**src/verilog/cfm_pkg.sv**
```systemverilog
// cfm_pkg: register map, fields, resets and timing of the fault monitor
// assumes frequency words are signed offsets from nominal in units of 0.1 ppm
package cfm_pkg;
    localparam int FW = 24;
    // register indices; byte address is four times the index
    localparam logic [7:0] IDX_FREQ_FAULT_LIVE = 8'h0d;
    localparam logic [7:0] IDX_LOCK_LOSS_LIVE = 8'h0e;
    localparam logic [7:0] IDX_FREQ_FAULT_STICKY = 8'h12;
    localparam logic [7:0] IDX_LOCK_LOSS_STICKY = 8'h13;
    localparam logic [7:0] IDX_FREQ_FAULT_MASK = 8'h19;
    localparam logic [7:0] IDX_LOCK_LOSS_MASK = 8'h1a;
    localparam logic [7:0] IDX_MONITOR_ENABLE = 8'h3f;
    localparam logic [7:0] IDX_FREQ_REFERENCE_SELECT = 8'h40;
    localparam logic [7:0] IDX_PRECISE_SET_THRESHOLD = 8'h46;
    localparam logic [7:0] IDX_PRECISE_CLEAR_THRESHOLD = 8'h4a;
    localparam logic [7:0] IDX_FAST_SET_THRESHOLD = 8'h51;
    localparam logic [7:0] IDX_FAST_CLEAR_THRESHOLD = 8'h55;
    localparam logic [7:0] IDX_LOCK_LOSS_SET_THRESHOLD = 8'h9e;
    localparam logic [7:0] IDX_LOCK_LOSS_CLEAR_THRESHOLD = 8'ha0;
    localparam logic [7:0] IDX_LOCK_CLEAR_TIMER_ENABLE = 8'ha2;
    localparam logic [7:0] IDX_LOCK_CLEAR_DELAY_LOW = 8'ha8;
    localparam logic [7:0] IDX_LOCK_CLEAR_DELAY_HIGH = 8'ha9;
    // field positions
    localparam int POS_FREQ_FAULT = 4;
    localparam int POS_PRECISE_EN = 0;
    localparam int POS_FAST_EN = 4;
    localparam int POS_LOCK_LOSS = 1;
    localparam int POS_LOCK_THR = 4;
    localparam int POS_TIMER_EN = 1;
    // reset values
    localparam logic [2:0] RST_REF_SELECT = 3'h0;
    localparam logic [1:0] RST_ENABLE = 2'h3;
    localparam logic [15:0] RST_PRECISE_SET = 16'h0202;
    localparam logic [15:0] RST_PRECISE_CLEAR = 16'h0101;
    localparam logic [15:0] RST_FAST_SET = 16'h2828;
    localparam logic [15:0] RST_FAST_CLEAR = 16'h2424;
    localparam logic [3:0] RST_LOCK_SET_THR = 4'h0;
    localparam logic [3:0] RST_LOCK_CLEAR_THR = 4'h2;
    localparam logic [1:0] RST_FREQ_MASK = 2'h3;
    localparam logic RST_LOCK_MASK = 1'b1;
    // threshold scaling, in 0.1 ppm units
    localparam logic [FW-1:0] PRECISE_STEP = 24'h000014;
    localparam logic [FW-1:0] FAST_STEP = 24'h0003e8;
    // reference choices
    localparam logic [2:0] REF_CRYSTAL = 3'h0;
    localparam logic [2:0] REF_INPUT_ZERO = 3'h1;
    localparam logic [2:0] REF_INPUT_ONE = 3'h2;
    // timing
    localparam int CLOCK_MHZ = 100;
    localparam int PRECISE_PERIOD_US = 10000;
    localparam int FAST_PERIOD_NS = 1000;
    localparam int DELAY_TICK_NS = 20;
    localparam int PRECISE_PERIOD_CYCLES = PRECISE_PERIOD_US * CLOCK_MHZ;
    localparam int FAST_PERIOD_CYCLES = FAST_PERIOD_NS * CLOCK_MHZ / 1000;
    localparam int DELAY_TICK_CYCLES = DELAY_TICK_NS * CLOCK_MHZ / 1000;
    typedef enum logic [1:0] {
        CFM_BUS_IDLE = 2'b00,
        CFM_BUS_WRITE = 2'b01,
        CFM_BUS_READ_WAIT = 2'b10,
        CFM_BUS_READ_DONE = 2'b11
    } cfm_bus_state_type;
endpackage

```
**src/verilog/cfm_clock_fault_monitor.sv**
```systemverilog
// cfm_clock_fault_monitor: frequency fault and lock loss monitors with AHB-Lite registers
// assumes frequency words synchronous to hclk, signed, 0.1 ppm per lsb
//
// The implementer's own choice: register access over AHB-Lite.
`timescale 1ns/1ps
`default_nettype none
// How it works
// offsets measured against selectable reference, crystal default
// fault combines precise and fast monitors
// live fault bit plus sticky flag
// precise monitor samples over long period
// precise window 2 to 512 ppm, 2 ppm steps
// separate precise set and clear thresholds
// fast monitor flags large frequency moves
// fast monitor own set and clear thresholds
// per input enable for each monitor
// fault sticky cleared by writing zero
// lock loss live bit and pin
// compare input and feedback frequency
// lock thresholds from eleven ppm steps
// programmable 35-bit lock clear delay
// timer enable bypasses or applies delay
// lock sticky cleared by writing zero
// status changes interrupt, each maskable
// interrupt releases when flag cleared
// host reads unmasked flags then clears
// interrupt low while unmasked flag set
// clear accepted only while alarm low
// host finds source as flag and not mask
// set wins over coincident clear
module cfm_clock_fault_monitor #(
    parameter int PRECISE_CYCLES = cfm_pkg::PRECISE_PERIOD_CYCLES,
    parameter int FAST_CYCLES = cfm_pkg::FAST_PERIOD_CYCLES,
    parameter int TICK_CYCLES = cfm_pkg::DELAY_TICK_CYCLES
) (
    input wire logic hclk,
    input wire logic hresetn,
    input wire logic hsel,
    input wire logic [31:0] haddr,
    input wire logic [1:0] htrans,
    input wire logic hwrite,
    input wire logic [2:0] hsize,
    input wire logic [31:0] hwdata,
    input wire logic hready,
    output logic [31:0] hrdata,
    output logic hreadyout,
    output logic hresp,
    input wire logic signed [cfm_pkg::FW-1:0] crystal_reference_freq,
    input wire logic signed [cfm_pkg::FW-1:0] input_clock_zero_freq,
    input wire logic signed [cfm_pkg::FW-1:0] input_clock_one_freq,
    input wire logic signed [cfm_pkg::FW-1:0] phase_detector_input_freq,
    input wire logic signed [cfm_pkg::FW-1:0] phase_detector_feedback_freq,
    output logic interrupt_pin_n,
    output logic lock_loss_pin
);
    import cfm_pkg::*;

    function automatic logic [FW-1:0] abs_diff(input logic signed [FW-1:0] a,
                                               input logic signed [FW-1:0] b);
        logic signed [FW:0] d;
        d = {a[FW-1], a} - {b[FW-1], b};
        abs_diff = d[FW] ? FW'(-d) : d[FW-1:0];
    endfunction

    // lock threshold codes in 0.1 ppm units
    function automatic logic [FW-1:0] lock_threshold(input logic [3:0] code);
        unique case (code)
            4'h0: lock_threshold = 24'h000002;
            4'h1: lock_threshold = 24'h000006;
            4'h2: lock_threshold = 24'h000014;
            4'h3: lock_threshold = 24'h00003c;
            4'h4: lock_threshold = 24'h0000c8;
            4'h5: lock_threshold = 24'h000258;
            4'h6: lock_threshold = 24'h0007d0;
            4'h7: lock_threshold = 24'h001770;
            4'h8: lock_threshold = 24'h004e20;
            4'h9: lock_threshold = 24'h00ea60;
            default: lock_threshold = 24'h030d40;
        endcase
    endfunction

    // bus registers
    cfm_bus_state_type bus_state;
    logic [7:0] bus_index;
    logic [31:0] read_word;
    logic [1:0] precise_monitor_enable;
    logic [1:0] fast_monitor_enable;
    logic [2:0] freq_reference_select;
    logic [15:0] precise_set_threshold;
    logic [15:0] precise_clear_threshold;
    logic [15:0] fast_set_threshold;
    logic [15:0] fast_clear_threshold;
    logic [3:0] lock_loss_set_threshold;
    logic [3:0] lock_loss_clear_threshold;
    logic lock_clear_timer_enable;
    logic [34:0] lock_clear_delay_value;
    logic [1:0] freq_fault_mask;
    logic lock_loss_mask;
    // monitor state
    logic [1:0] precise_fault;
    logic [1:0] fast_fault;
    logic [1:0] freq_fault_live;
    logic [1:0] freq_fault_sticky;
    logic lock_loss_live;
    logic lock_loss_sticky;
    logic [31:0] precise_count;
    logic [15:0] fast_count;
    logic [15:0] tick_count;
    logic [34:0] delay_count;
    logic signed [FW-1:0] reference_freq;
    logic [FW-1:0] offset [2];
    logic [FW-1:0] lock_offset;
    logic precise_strobe;
    logic fast_strobe;
    logic delay_tick;
    logic write_now;
    logic [1:0] freq_clear;
    logic lock_clear;

    assign hresp = 1'b0;
    assign hreadyout = (bus_state != CFM_BUS_READ_WAIT);
    assign write_now = (bus_state == CFM_BUS_WRITE);

    // address phase capture; reads take one wait cycle
    always_ff @(posedge hclk or negedge hresetn) begin
        if (!hresetn) begin
            bus_state <= CFM_BUS_IDLE;
            bus_index <= 8'h00;
        end else if (bus_state == CFM_BUS_READ_WAIT) begin
            bus_state <= CFM_BUS_READ_DONE;
        end else if (hready && hsel && htrans[1]) begin
            bus_index <= haddr[9:2];
            bus_state <= hwrite ? CFM_BUS_WRITE : CFM_BUS_READ_WAIT;
        end else if (hready) begin
            bus_state <= CFM_BUS_IDLE;
        end
    end

    always_comb begin
        read_word = 32'h00000000;
        unique case (bus_index)
            IDX_FREQ_FAULT_LIVE: read_word[POS_FREQ_FAULT +: 2] = freq_fault_live;
            IDX_LOCK_LOSS_LIVE: read_word[POS_LOCK_LOSS] = lock_loss_live;
            IDX_FREQ_FAULT_STICKY: read_word[POS_FREQ_FAULT +: 2] = freq_fault_sticky;
            IDX_LOCK_LOSS_STICKY: read_word[POS_LOCK_LOSS] = lock_loss_sticky;
            IDX_FREQ_FAULT_MASK: read_word[POS_FREQ_FAULT +: 2] = freq_fault_mask;
            IDX_LOCK_LOSS_MASK: read_word[POS_LOCK_LOSS] = lock_loss_mask;
            IDX_MONITOR_ENABLE: begin
                read_word[POS_PRECISE_EN +: 2] = precise_monitor_enable;
                read_word[POS_FAST_EN +: 2] = fast_monitor_enable;
            end
            IDX_FREQ_REFERENCE_SELECT: read_word[2:0] = freq_reference_select;
            IDX_PRECISE_SET_THRESHOLD: read_word[15:0] = precise_set_threshold;
            IDX_PRECISE_CLEAR_THRESHOLD: read_word[15:0] = precise_clear_threshold;
            IDX_FAST_SET_THRESHOLD: read_word[15:0] = fast_set_threshold;
            IDX_FAST_CLEAR_THRESHOLD: read_word[15:0] = fast_clear_threshold;
            IDX_LOCK_LOSS_SET_THRESHOLD: read_word[POS_LOCK_THR +: 4] = lock_loss_set_threshold;
            IDX_LOCK_LOSS_CLEAR_THRESHOLD:
                read_word[POS_LOCK_THR +: 4] = lock_loss_clear_threshold;
            IDX_LOCK_CLEAR_TIMER_ENABLE: read_word[POS_TIMER_EN] = lock_clear_timer_enable;
            IDX_LOCK_CLEAR_DELAY_LOW: read_word = lock_clear_delay_value[31:0];
            IDX_LOCK_CLEAR_DELAY_HIGH: read_word[2:0] = lock_clear_delay_value[34:32];
            default: read_word = 32'h00000000;
        endcase
    end

    always_ff @(posedge hclk or negedge hresetn) begin
        if (!hresetn) begin
            hrdata <= 32'h00000000;
        end else if (bus_state == CFM_BUS_READ_WAIT) begin
            hrdata <= read_word;
        end
    end

    // control register writes
    always_ff @(posedge hclk or negedge hresetn) begin
        if (!hresetn) begin
            precise_monitor_enable <= RST_ENABLE;
            fast_monitor_enable <= RST_ENABLE;
            freq_reference_select <= RST_REF_SELECT;
            precise_set_threshold <= RST_PRECISE_SET;
            precise_clear_threshold <= RST_PRECISE_CLEAR;
            fast_set_threshold <= RST_FAST_SET;
            fast_clear_threshold <= RST_FAST_CLEAR;
            lock_loss_set_threshold <= RST_LOCK_SET_THR;
            lock_loss_clear_threshold <= RST_LOCK_CLEAR_THR;
            lock_clear_timer_enable <= 1'b0;
            lock_clear_delay_value <= 35'h000000000;
            freq_fault_mask <= RST_FREQ_MASK;
            lock_loss_mask <= RST_LOCK_MASK;
        end else if (write_now) begin
            unique case (bus_index)
                IDX_MONITOR_ENABLE: begin
                    precise_monitor_enable <= hwdata[POS_PRECISE_EN +: 2];
                    fast_monitor_enable <= hwdata[POS_FAST_EN +: 2];
                end
                IDX_FREQ_REFERENCE_SELECT: freq_reference_select <= hwdata[2:0];
                IDX_PRECISE_SET_THRESHOLD: precise_set_threshold <= hwdata[15:0];
                IDX_PRECISE_CLEAR_THRESHOLD: precise_clear_threshold <= hwdata[15:0];
                IDX_FAST_SET_THRESHOLD: fast_set_threshold <= hwdata[15:0];
                IDX_FAST_CLEAR_THRESHOLD: fast_clear_threshold <= hwdata[15:0];
                IDX_LOCK_LOSS_SET_THRESHOLD:
                    lock_loss_set_threshold <= hwdata[POS_LOCK_THR +: 4];
                IDX_LOCK_LOSS_CLEAR_THRESHOLD:
                    lock_loss_clear_threshold <= hwdata[POS_LOCK_THR +: 4];
                IDX_LOCK_CLEAR_TIMER_ENABLE: lock_clear_timer_enable <= hwdata[POS_TIMER_EN];
                IDX_LOCK_CLEAR_DELAY_LOW: lock_clear_delay_value[31:0] <= hwdata;
                IDX_LOCK_CLEAR_DELAY_HIGH: lock_clear_delay_value[34:32] <= hwdata[2:0];
                IDX_FREQ_FAULT_MASK: freq_fault_mask <= hwdata[POS_FREQ_FAULT +: 2];
                IDX_LOCK_LOSS_MASK: lock_loss_mask <= hwdata[POS_LOCK_LOSS];
                default: ;
            endcase
        end
    end

    // reference choice and offsets
    always_comb begin
        unique case (freq_reference_select)
            REF_INPUT_ZERO: reference_freq = input_clock_zero_freq;
            REF_INPUT_ONE: reference_freq = input_clock_one_freq;
            default: reference_freq = crystal_reference_freq;
        endcase
    end

    assign offset[0] = abs_diff(input_clock_zero_freq, reference_freq);
    assign offset[1] = abs_diff(input_clock_one_freq, reference_freq);
    assign lock_offset = abs_diff(phase_detector_input_freq, phase_detector_feedback_freq);

    // measurement period dividers
    always_ff @(posedge hclk or negedge hresetn) begin
        if (!hresetn) begin
            precise_count <= 32'h00000000;
        end else if (precise_strobe) begin
            precise_count <= 32'h00000000;
        end else begin
            precise_count <= precise_count + 32'h00000001;
        end
    end
    assign precise_strobe = (precise_count == 32'(PRECISE_CYCLES - 1));

    always_ff @(posedge hclk or negedge hresetn) begin
        if (!hresetn) begin
            fast_count <= 16'h0000;
        end else if (fast_strobe) begin
            fast_count <= 16'h0000;
        end else begin
            fast_count <= fast_count + 16'h0001;
        end
    end
    assign fast_strobe = (fast_count == 16'(FAST_CYCLES - 1));

    always_ff @(posedge hclk or negedge hresetn) begin
        if (!hresetn) begin
            tick_count <= 16'h0000;
        end else if (delay_tick) begin
            tick_count <= 16'h0000;
        end else begin
            tick_count <= tick_count + 16'h0001;
        end
    end
    assign delay_tick = (tick_count == 16'(TICK_CYCLES - 1));

    // precise and fast monitors with hysteresis
    always_ff @(posedge hclk or negedge hresetn) begin
        if (!hresetn) begin
            precise_fault <= 2'b00;
            fast_fault <= 2'b00;
        end else begin
            for (int i = 0; i < 2; i++) begin
                if (!precise_monitor_enable[i]) begin
                    precise_fault[i] <= 1'b0;
                end else if (precise_strobe) begin
                    if (offset[i] > FW'({16'h0000, precise_set_threshold[8*i +: 8]} + 24'h1)
                            * PRECISE_STEP) begin
                        precise_fault[i] <= 1'b1;
                    end else if (offset[i] <= FW'({16'h0000,
                            precise_clear_threshold[8*i +: 8]} + 24'h1) * PRECISE_STEP) begin
                        precise_fault[i] <= 1'b0;
                    end
                end
                if (!fast_monitor_enable[i]) begin
                    fast_fault[i] <= 1'b0;
                end else if (fast_strobe) begin
                    if (offset[i] > FW'({16'h0000, fast_set_threshold[8*i +: 8]}) * FAST_STEP) begin
                        fast_fault[i] <= 1'b1;
                    end else if (offset[i] <= FW'({16'h0000, fast_clear_threshold[8*i +: 8]})
                            * FAST_STEP) begin
                        fast_fault[i] <= 1'b0;
                    end
                end
            end
        end
    end
    assign freq_fault_live = precise_fault | fast_fault;

    // lock loss with optional clear delay
    always_ff @(posedge hclk or negedge hresetn) begin
        if (!hresetn) begin
            lock_loss_live <= 1'b1;
            delay_count <= 35'h000000000;
        end else if (lock_offset > lock_threshold(lock_loss_set_threshold)) begin
            lock_loss_live <= 1'b1;
            delay_count <= 35'h000000000;
        end else if (lock_loss_live &&
                lock_offset <= lock_threshold(lock_loss_clear_threshold)) begin
            if (!lock_clear_timer_enable || delay_count >= lock_clear_delay_value) begin
                lock_loss_live <= 1'b0;
                delay_count <= 35'h000000000;
            end else if (delay_tick) begin
                delay_count <= delay_count + 35'h000000001;
            end
        end else if (lock_loss_live) begin
            delay_count <= 35'h000000000;
        end
    end
    assign lock_loss_pin = lock_loss_live;

    // sticky flags, set wins
    assign freq_clear = (write_now && bus_index == IDX_FREQ_FAULT_STICKY) ?
        ~hwdata[POS_FREQ_FAULT +: 2] & ~freq_fault_live : 2'b00;
    assign lock_clear = write_now && bus_index == IDX_LOCK_LOSS_STICKY &&
        !hwdata[POS_LOCK_LOSS] && !lock_loss_live;

    always_ff @(posedge hclk or negedge hresetn) begin
        if (!hresetn) begin
            freq_fault_sticky <= 2'b00;
            lock_loss_sticky <= 1'b0;
        end else begin
            freq_fault_sticky <= freq_fault_live | (freq_fault_sticky & ~freq_clear);
            lock_loss_sticky <= lock_loss_live | (lock_loss_sticky & ~lock_clear);
        end
    end

    // active-low interrupt
    assign interrupt_pin_n = ~(|(freq_fault_sticky & ~freq_fault_mask) |
        (lock_loss_sticky & ~lock_loss_mask));
endmodule
`default_nettype wire

```
**config.mk**
```make
export PLATFORM = sky130hd
export DESIGN_NAME = cfm_clock_fault_monitor
export DESIGN_NICKNAME = d
export VERILOG_FILES = /design/src/verilog/cfm_pkg.sv /design/src/verilog/cfm_clock_fault_monitor.sv
export SDC_FILE = /design/constraint.sdc
export NUM_CORES = 1
export LEC_CHECK = 0
export ABC_AREA = 1
export BUFFER_PORTS_ARGS = -buffer_cell sky130_fd_sc_hd__buf_2
export CORE_MARGIN = 2
export CORE_UTILIZATION = 50
export CTS_CLUSTER_SIZE = 25
export DETAILED_ROUTE_END_ITERATION = 10
export GPL_TIMING_DRIVEN = 0
export PLACE_DENSITY = 0.68
export SETUP_SLACK_MARGIN = 0.05
export SYNTH_ARGS = -nofsm -noshare
export SYNTH_HDL_FRONTEND = slang
export SYNTH_SLANG_ARGS = --single-unit
```
**constraint.sdc**
```tcl
create_clock -name hclk -period 6.25 [get_ports hclk]
set_clock_uncertainty 0.1 [all_clocks]
set_input_delay 1.5625 -clock hclk [delete_from_list [all_inputs] [get_ports hclk]]
set_output_delay 1.5625 -clock hclk [all_outputs]
set_load 0.01 [all_outputs]
```
Word-level counts from Yosys, hierarchy flattened
Memory sizes are Yosys's and may differ from the RTL's.
Cells that the tools add are included.
Storage, ports and cells
  bits in registers: 267
  memory bits (read-only): 544
  input port bits: 194
  output and inout port bits: 36
  logic and storage cells: 195
  memories kept: 2
Operators by class
  $add $sub $neg: 14
  multipliers: 8
  magnitude comparators: 11
  eq/ne operators: 34
  mux-type cells: 45
  bitwise gates (word level): 17
  reductions and logical operators: 36
Memory list
  (no name shown): depth 16, bits a word 17, read ports 1, clocked after memory_dff 0, write ports 0, RTL line cfm_clock_fault_monitor.sv:67  | unique case (code)
  (no name shown): depth 16, bits a word 17, read ports 1, clocked after memory_dff 0, write ports 0, RTL line cfm_clock_fault_monitor.sv:67
Operators with widths (number)
  two-way mux 35 bit: 5
  two-way mux 24 bit: 4
  subtractor 24 x 24 -> 25 bit: 3
  negator 24 bit: 3
  multiplier 8 x 7 -> 15 bit (second input constant): 4
  > comparator 24 x 14 -> 1 bit: 2
  > comparator 24 x 18 -> 1 bit: 2
  <= comparator 24 x 14 -> 1 bit: 2
  <= comparator 24 x 18 -> 1 bit: 2
  multiplier 9 x 3 -> 12 bit (second input constant): 4
  two-way mux 16 bit: 3
  one-hot mux 24 bit (2 select lines): 1
  equality test 8 x 7 -> 1 bit (second input constant): 5
  equality test 8 bit (second input constant): 5
  one-hot mux 8 bit (5 select lines): 1
  AND reduction 2 bit: 20
  adder 8 x 1 -> 9 bit (second input constant): 4
  adder 35 x 1 -> 35 bit (second input constant): 1
  >= comparator 35 bit: 1
  adder 16 x 1 -> 16 bit (second input constant): 2
  adder 32 x 1 -> 32 bit (second input constant): 1
  equality test 32 x 20 -> 1 bit (second input constant): 1
  equality test 8 x 5 -> 1 bit (second input constant): 4
  two-way mux 32 bit: 1
  other kinds (34): 84

Logic depth before layout (Yosys ltp)
  word-level depth: 10
  mapped depth: 44
  mapped depth without buffers: 43

Worst setup path after synthesis
Ideal clock, no wire load.
  path type: input to register
  start point: input port phase_detector_input_freq[0] in the netlist's numbering
  end point: register delay_count[8]
  setup time: 0.119 ns
  data arrival time: 5.759 ns
  slack: 0.272 ns
  stages on the path: 32
  path buffers: 1
  cell sequence: inv_1 -> ha_1 -> inv_1 -> fa_1 -> nand2_1 -> o21ai_2 -> a21oi_4 -> o21ai_2 -> xor2_2 -> nor2_2 -> nand3_1 -> nor2_1 -> nand2_1 -> nor3_1 -> nand2_1 -> o21ai_0 -> xor2_1 -> ha_1 -> nand2_1 -> nor2_1 -> a2111oi_0 -> a21oi_1 -> a211o_1 -> o31ai_1 -> nand3_1 -> nor2_4 -> nand3_4 -> nand2_2 -> nand2_4 -> buf_4 -> nand2_1 -> o21ai_2
Between the ends
  cells in the longest elaborated chain, start to end: 7
RTL lines
  start, declared: RTL line cfm_clock_fault_monitor.sv:51  | input wire logic signed [cfm_pkg::FW-1:0] phase_detector_input_freq,
  subtractor 24 x 24 -> 25 bit *: RTL line cfm_clock_fault_monitor.sv:61  | d = {a[FW-1], a} - {b[FW-1], b};
  negator 24 bit: RTL line cfm_clock_fault_monitor.sv:62  | abs_diff = d[FW] ? FW'(-d) : d[FW-1:0];
  two-way mux 24 bit *: RTL line cfm_clock_fault_monitor.sv:62
  <= comparator 24 bit: RTL line cfm_clock_fault_monitor.sv:305  | lock_offset <= lock_threshold(lock_loss_clear_threshold)) begin
  logical AND 1 bit: RTL line cfm_clock_fault_monitor.sv:304  | end else if (lock_loss_live &&
  != test 4 x 3 -> 1 bit (no source line) (tied with other cells)
  AND reduction 2 bit (no source line) or two-way mux 35 bit (tied branches)
  end signal, assigned: RTL line cfm_clock_fault_monitor.sv:310  | delay_count <= delay_count + 35'h000000001;
  end, declared: RTL line cfm_clock_fault_monitor.sv:109  | logic [34:0] delay_count;
Mark *: on every way between the ends. The rest lies on a longest branch, timed or not.
A chain may end at the register's enable or synchronous reset.

Worst setup path after layout
  start point: input port phase_detector_input_freq[0] in the netlist's numbering
  end point: register delay_count[7]
The elaborated chain is that of the path after synthesis.

==> impl_metrics.env <==
export IMPL_outcome="finished, final reports clean"
export IMPL_synth_seq_cells=267
export IMPL_tns_ps=0
export IMPL_hold_path_class="register to register"
export IMPL_wl_mm=91.71
export IMPL_numPortBuffers=200
export IMPL_grt_overflow=0
export IMPL_slew_violations=0
export IMPL_vias=30250
export IMPL_die_w_um=256.0
export IMPL_synth_yosys_warnings=0
export IMPL_synth_cell_type_count=73
export IMPL_synth_nets=5191
export IMPL_setup_viol=0
export IMPL_design_portCount=230
export IMPL_layout_drive_gt1_share_pct=13.31
export IMPL_dr_first_iter_drc_count=2224
export IMPL_drt_pass1_iter_count=6
export IMPL_crit_path_start_kind="input port"
export IMPL_worst_pin_slew_ps=981.5
export IMPL_grt_pass1_vias=28390
export IMPL_crit_top_cell="nand2_2"
export IMPL_grt_max_degree=121
export IMPL_avgSynthCellArea_um2=7.116
export IMPL_synth_area_leaders="dfrtp_1 (19%), ha_1 (17%), nand2_1 (12%), inv_1 (9.0%), fa_1 (5.9%)"
export IMPL_clk_pin_slew_ps=70
export IMPL_drv_cap=0
export IMPL_period_share_pct=99.37
export IMPL_crit_fanout=7
export IMPL_grt_usage_pct=27.36
export IMPL_path_class="input port to register"
export IMPL_critPathMaxStageDelay_ps=400
export IMPL_clockBufferDepth=3
export IMPL_antenna_found_initial=10
export IMPL_row_count=92
export IMPL_vias_per_cell=5.384
export IMPL_final_cell_area_um2=36050
export IMPL_clk_latency_ps=600
export IMPL_power_leakage_nw=19.00
export IMPL_ir_drop_v=0.0004961
export IMPL_crit_arrival_ps=6600
export IMPL_synth_ff_type="dfrtp_1"
export IMPL_dieArea_um2=65530
export IMPL_root_buffer="clkbuf_16"
export IMPL_relSlewSlack_pct=34.07
export IMPL_grt_pass1_wl_mm=146.9
export IMPL_final_util_pct=57.25
export IMPL_cts_num_sinks=267
export IMPL_place_congestion=0.9802
export IMPL_post_route_worst_setup_slack_ps=39.39
export IMPL_critPathSlowestCell="fa_2"
export IMPL_synth_top_area_share_pct=19.39
export IMPL_cellPowerDensity_nw_per_um2=519.2
export IMPL_htreeDepth=1
export IMPL_area_growth_pct=13.53
export IMPL_post_dp_cell_area_um2=33880
export IMPL_crit_required_ps=6640
export IMPL_die_height_um=256.0
export IMPL_syn_area_um2=31750
export IMPL_drtAntennaViolNets=0
export IMPL_yosysTopAreaCell="dfrtp_1"
export IMPL_dp_hpwl_mm=74.91
export IMPL_synth_seq_area_share_pct=21.13
export IMPL_start_util_pct=50.43
export IMPL_rsz0062_at_grt="yes"
export IMPL_syn_inst=4462
export IMPL_cts_buffers=30
export IMPL_cts_tree="done"
export IMPL_fmax_ghz=0.1610
export IMPL_nNetsFinal=5470
export IMPL_synth_edf_count=0
export IMPL_finalCriticalPeriod_ps=6211
export IMPL_final_hold_viol_count=0
export IMPL_design_core_area_um2=62970
export IMPL_async_flop_share_pct=100.0
export IMPL_drc=0
export IMPL_wl_per_cell_um=16.32
export IMPL_end_kind="register"
export IMPL_dpl_worst_slack_ps=-1054
==> per-layer routing <==
metal	GRT usage, %	share of wire, %
met1	37.91	46
met2	45.56	46
met3	2.812	5.1
met4	7.164	2.8
met5	0	0.044
==> per-stage QoR <==
stage / power, W / hold slack, ps / cells
floorplan: 0.01332 / 325.1 / 4462
global placement: 0.01607 / 345.7 / 5508
detailed placement: 0.01640 / 345.5 / 5510
CTS: 0.01837 / 358.0 / 5569
global route: 0.02104 / 371.9 / 5617
finish: 0.01872 / 352.1 / 5618
==> what timing repair did <==
action	4_1_cts	5_1_grt
hold endpoints to repair	0	0
gates resized for setup	16	161
hold buffers	0	0
pin swaps	1	52
cloned	0	4
buffers inserted	5	38
setup endpoints to repair	40	40
==> where the power goes <==
group / internal, W / total, W / switching (W)
clock: 0.00102 / 0.00181 / 0.000782
sequential: 0.00191 / 0.00215 / 0.000242
combinational: 0.00626 / 0.0148 / 0.00850
==> synthesized netlist by cell type, types with 26 or more instances <==
cell	n
inv_1	763
o21ai_0	236
a221oi_1	32
fa_1	93
a21oi_1	226
nand4_1	98
nor2_1	378
dfrtp_1	246
nand2_1	979
nand3_1	210
nand2_2	34
xnor2_1	52
xor2_1	123
nor4_1	26
nor3_1	85
ha_1	442
clkbuf_1	39
==> cell type report <==
type                            instances  area [um^2]
Sequential cell                       267         6715
Clock inverter                         14        136.4
Fill cell                            6060        26920
Buffer                                 59        376.6
Clock buffer                           42        875.8
Multi-Input combinational cell       3340        22330
Timing Repair Buffer                  249         1531
Inverter                              794         3008
Tap cell                              846         1059
Antenna cell                            7        17.52
==> cell families after synthesis <==
logic type | count (synthesis) | synth area share, %
xor gates and xnor gates | 177 | 4.930
and+or+nand+nor | 1930 | 27.10
muxes | 17 | 0.6029
other | 1 | 0.01181
DFF | 267 | 21.13
adders and majority gates | 535 | 23.28
AOI/OAI and AO/OA | 680 | 12.56
buffers and inverters | 855 | 10.39
==> sequential cells by signal, indices dropped and copies added (netlist names), 3 cells and up <==
name and cells:
bus_index 8, precise_clear_threshold 16, precise_count 32, freq_reference_select 3
hrdata 32, delay_count 35, lock_loss_clear_threshold 4, fast_set_threshold 16
fast_count 16, lock_clear_delay_value 35, fast_clear_threshold 16, precise_set_threshold 16
lock_loss_set_threshold 4, tick_count 16
==> cell usage in the layout, fill, tap and decap left out, types with 81 or more instances in the layout <==
| cell type | n |
|---|---|
| o21ai_0 | 230 |
| xor2_1 | 115 |
| nand3_1 | 202 |
| dfrtp_1 | 240 |
| nand2_1 | 950 |
| nand4_1 | 98 |
| buf_2 | 200 |
| a21oi_1 | 222 |
| inv_1 | 751 |
| nor3_1 | 81 |
| ha_1 | 436 |
| fa_1 | 92 |
| nor2_1 | 374 |
==> final timing paths <==
| kind | startpoint | endpoint | slack (ps) | cells past startpoint |
|---|---|---|---|---|
| min in group asynchronous | hresetn | precise_count[20] | 760 | 1 |
| hold / removal | precise_count[0] | precise_count[0] | 350 | 1 |
| setup reg to reg | fast_set_threshold[0] | fast_fault[0] | 320 | 25 |
| setup / recovery | phase_detector_input_freq[0] | delay_count[7] | 40 | 34 |
| hold reg to reg | precise_count[0] | precise_count[0] | 350 | 1 |
| max in group asynchronous | hresetn | fast_clear_threshold[0] | 3810 | 3 |
==> worst max-delay path: cells and delay by family <==
family | cells | cell delay, ps
buffers and inverters | 7 | 690
adder cells (fa/ha/maj) | 3 | 820
AO/OA/AOI/OAI | 9 | 1470
XOR/XNOR | 2 | 440
AND/OR/NAND/NOR | 13 | 1600
Note: power is estimated with default switching activity, not from simulation.
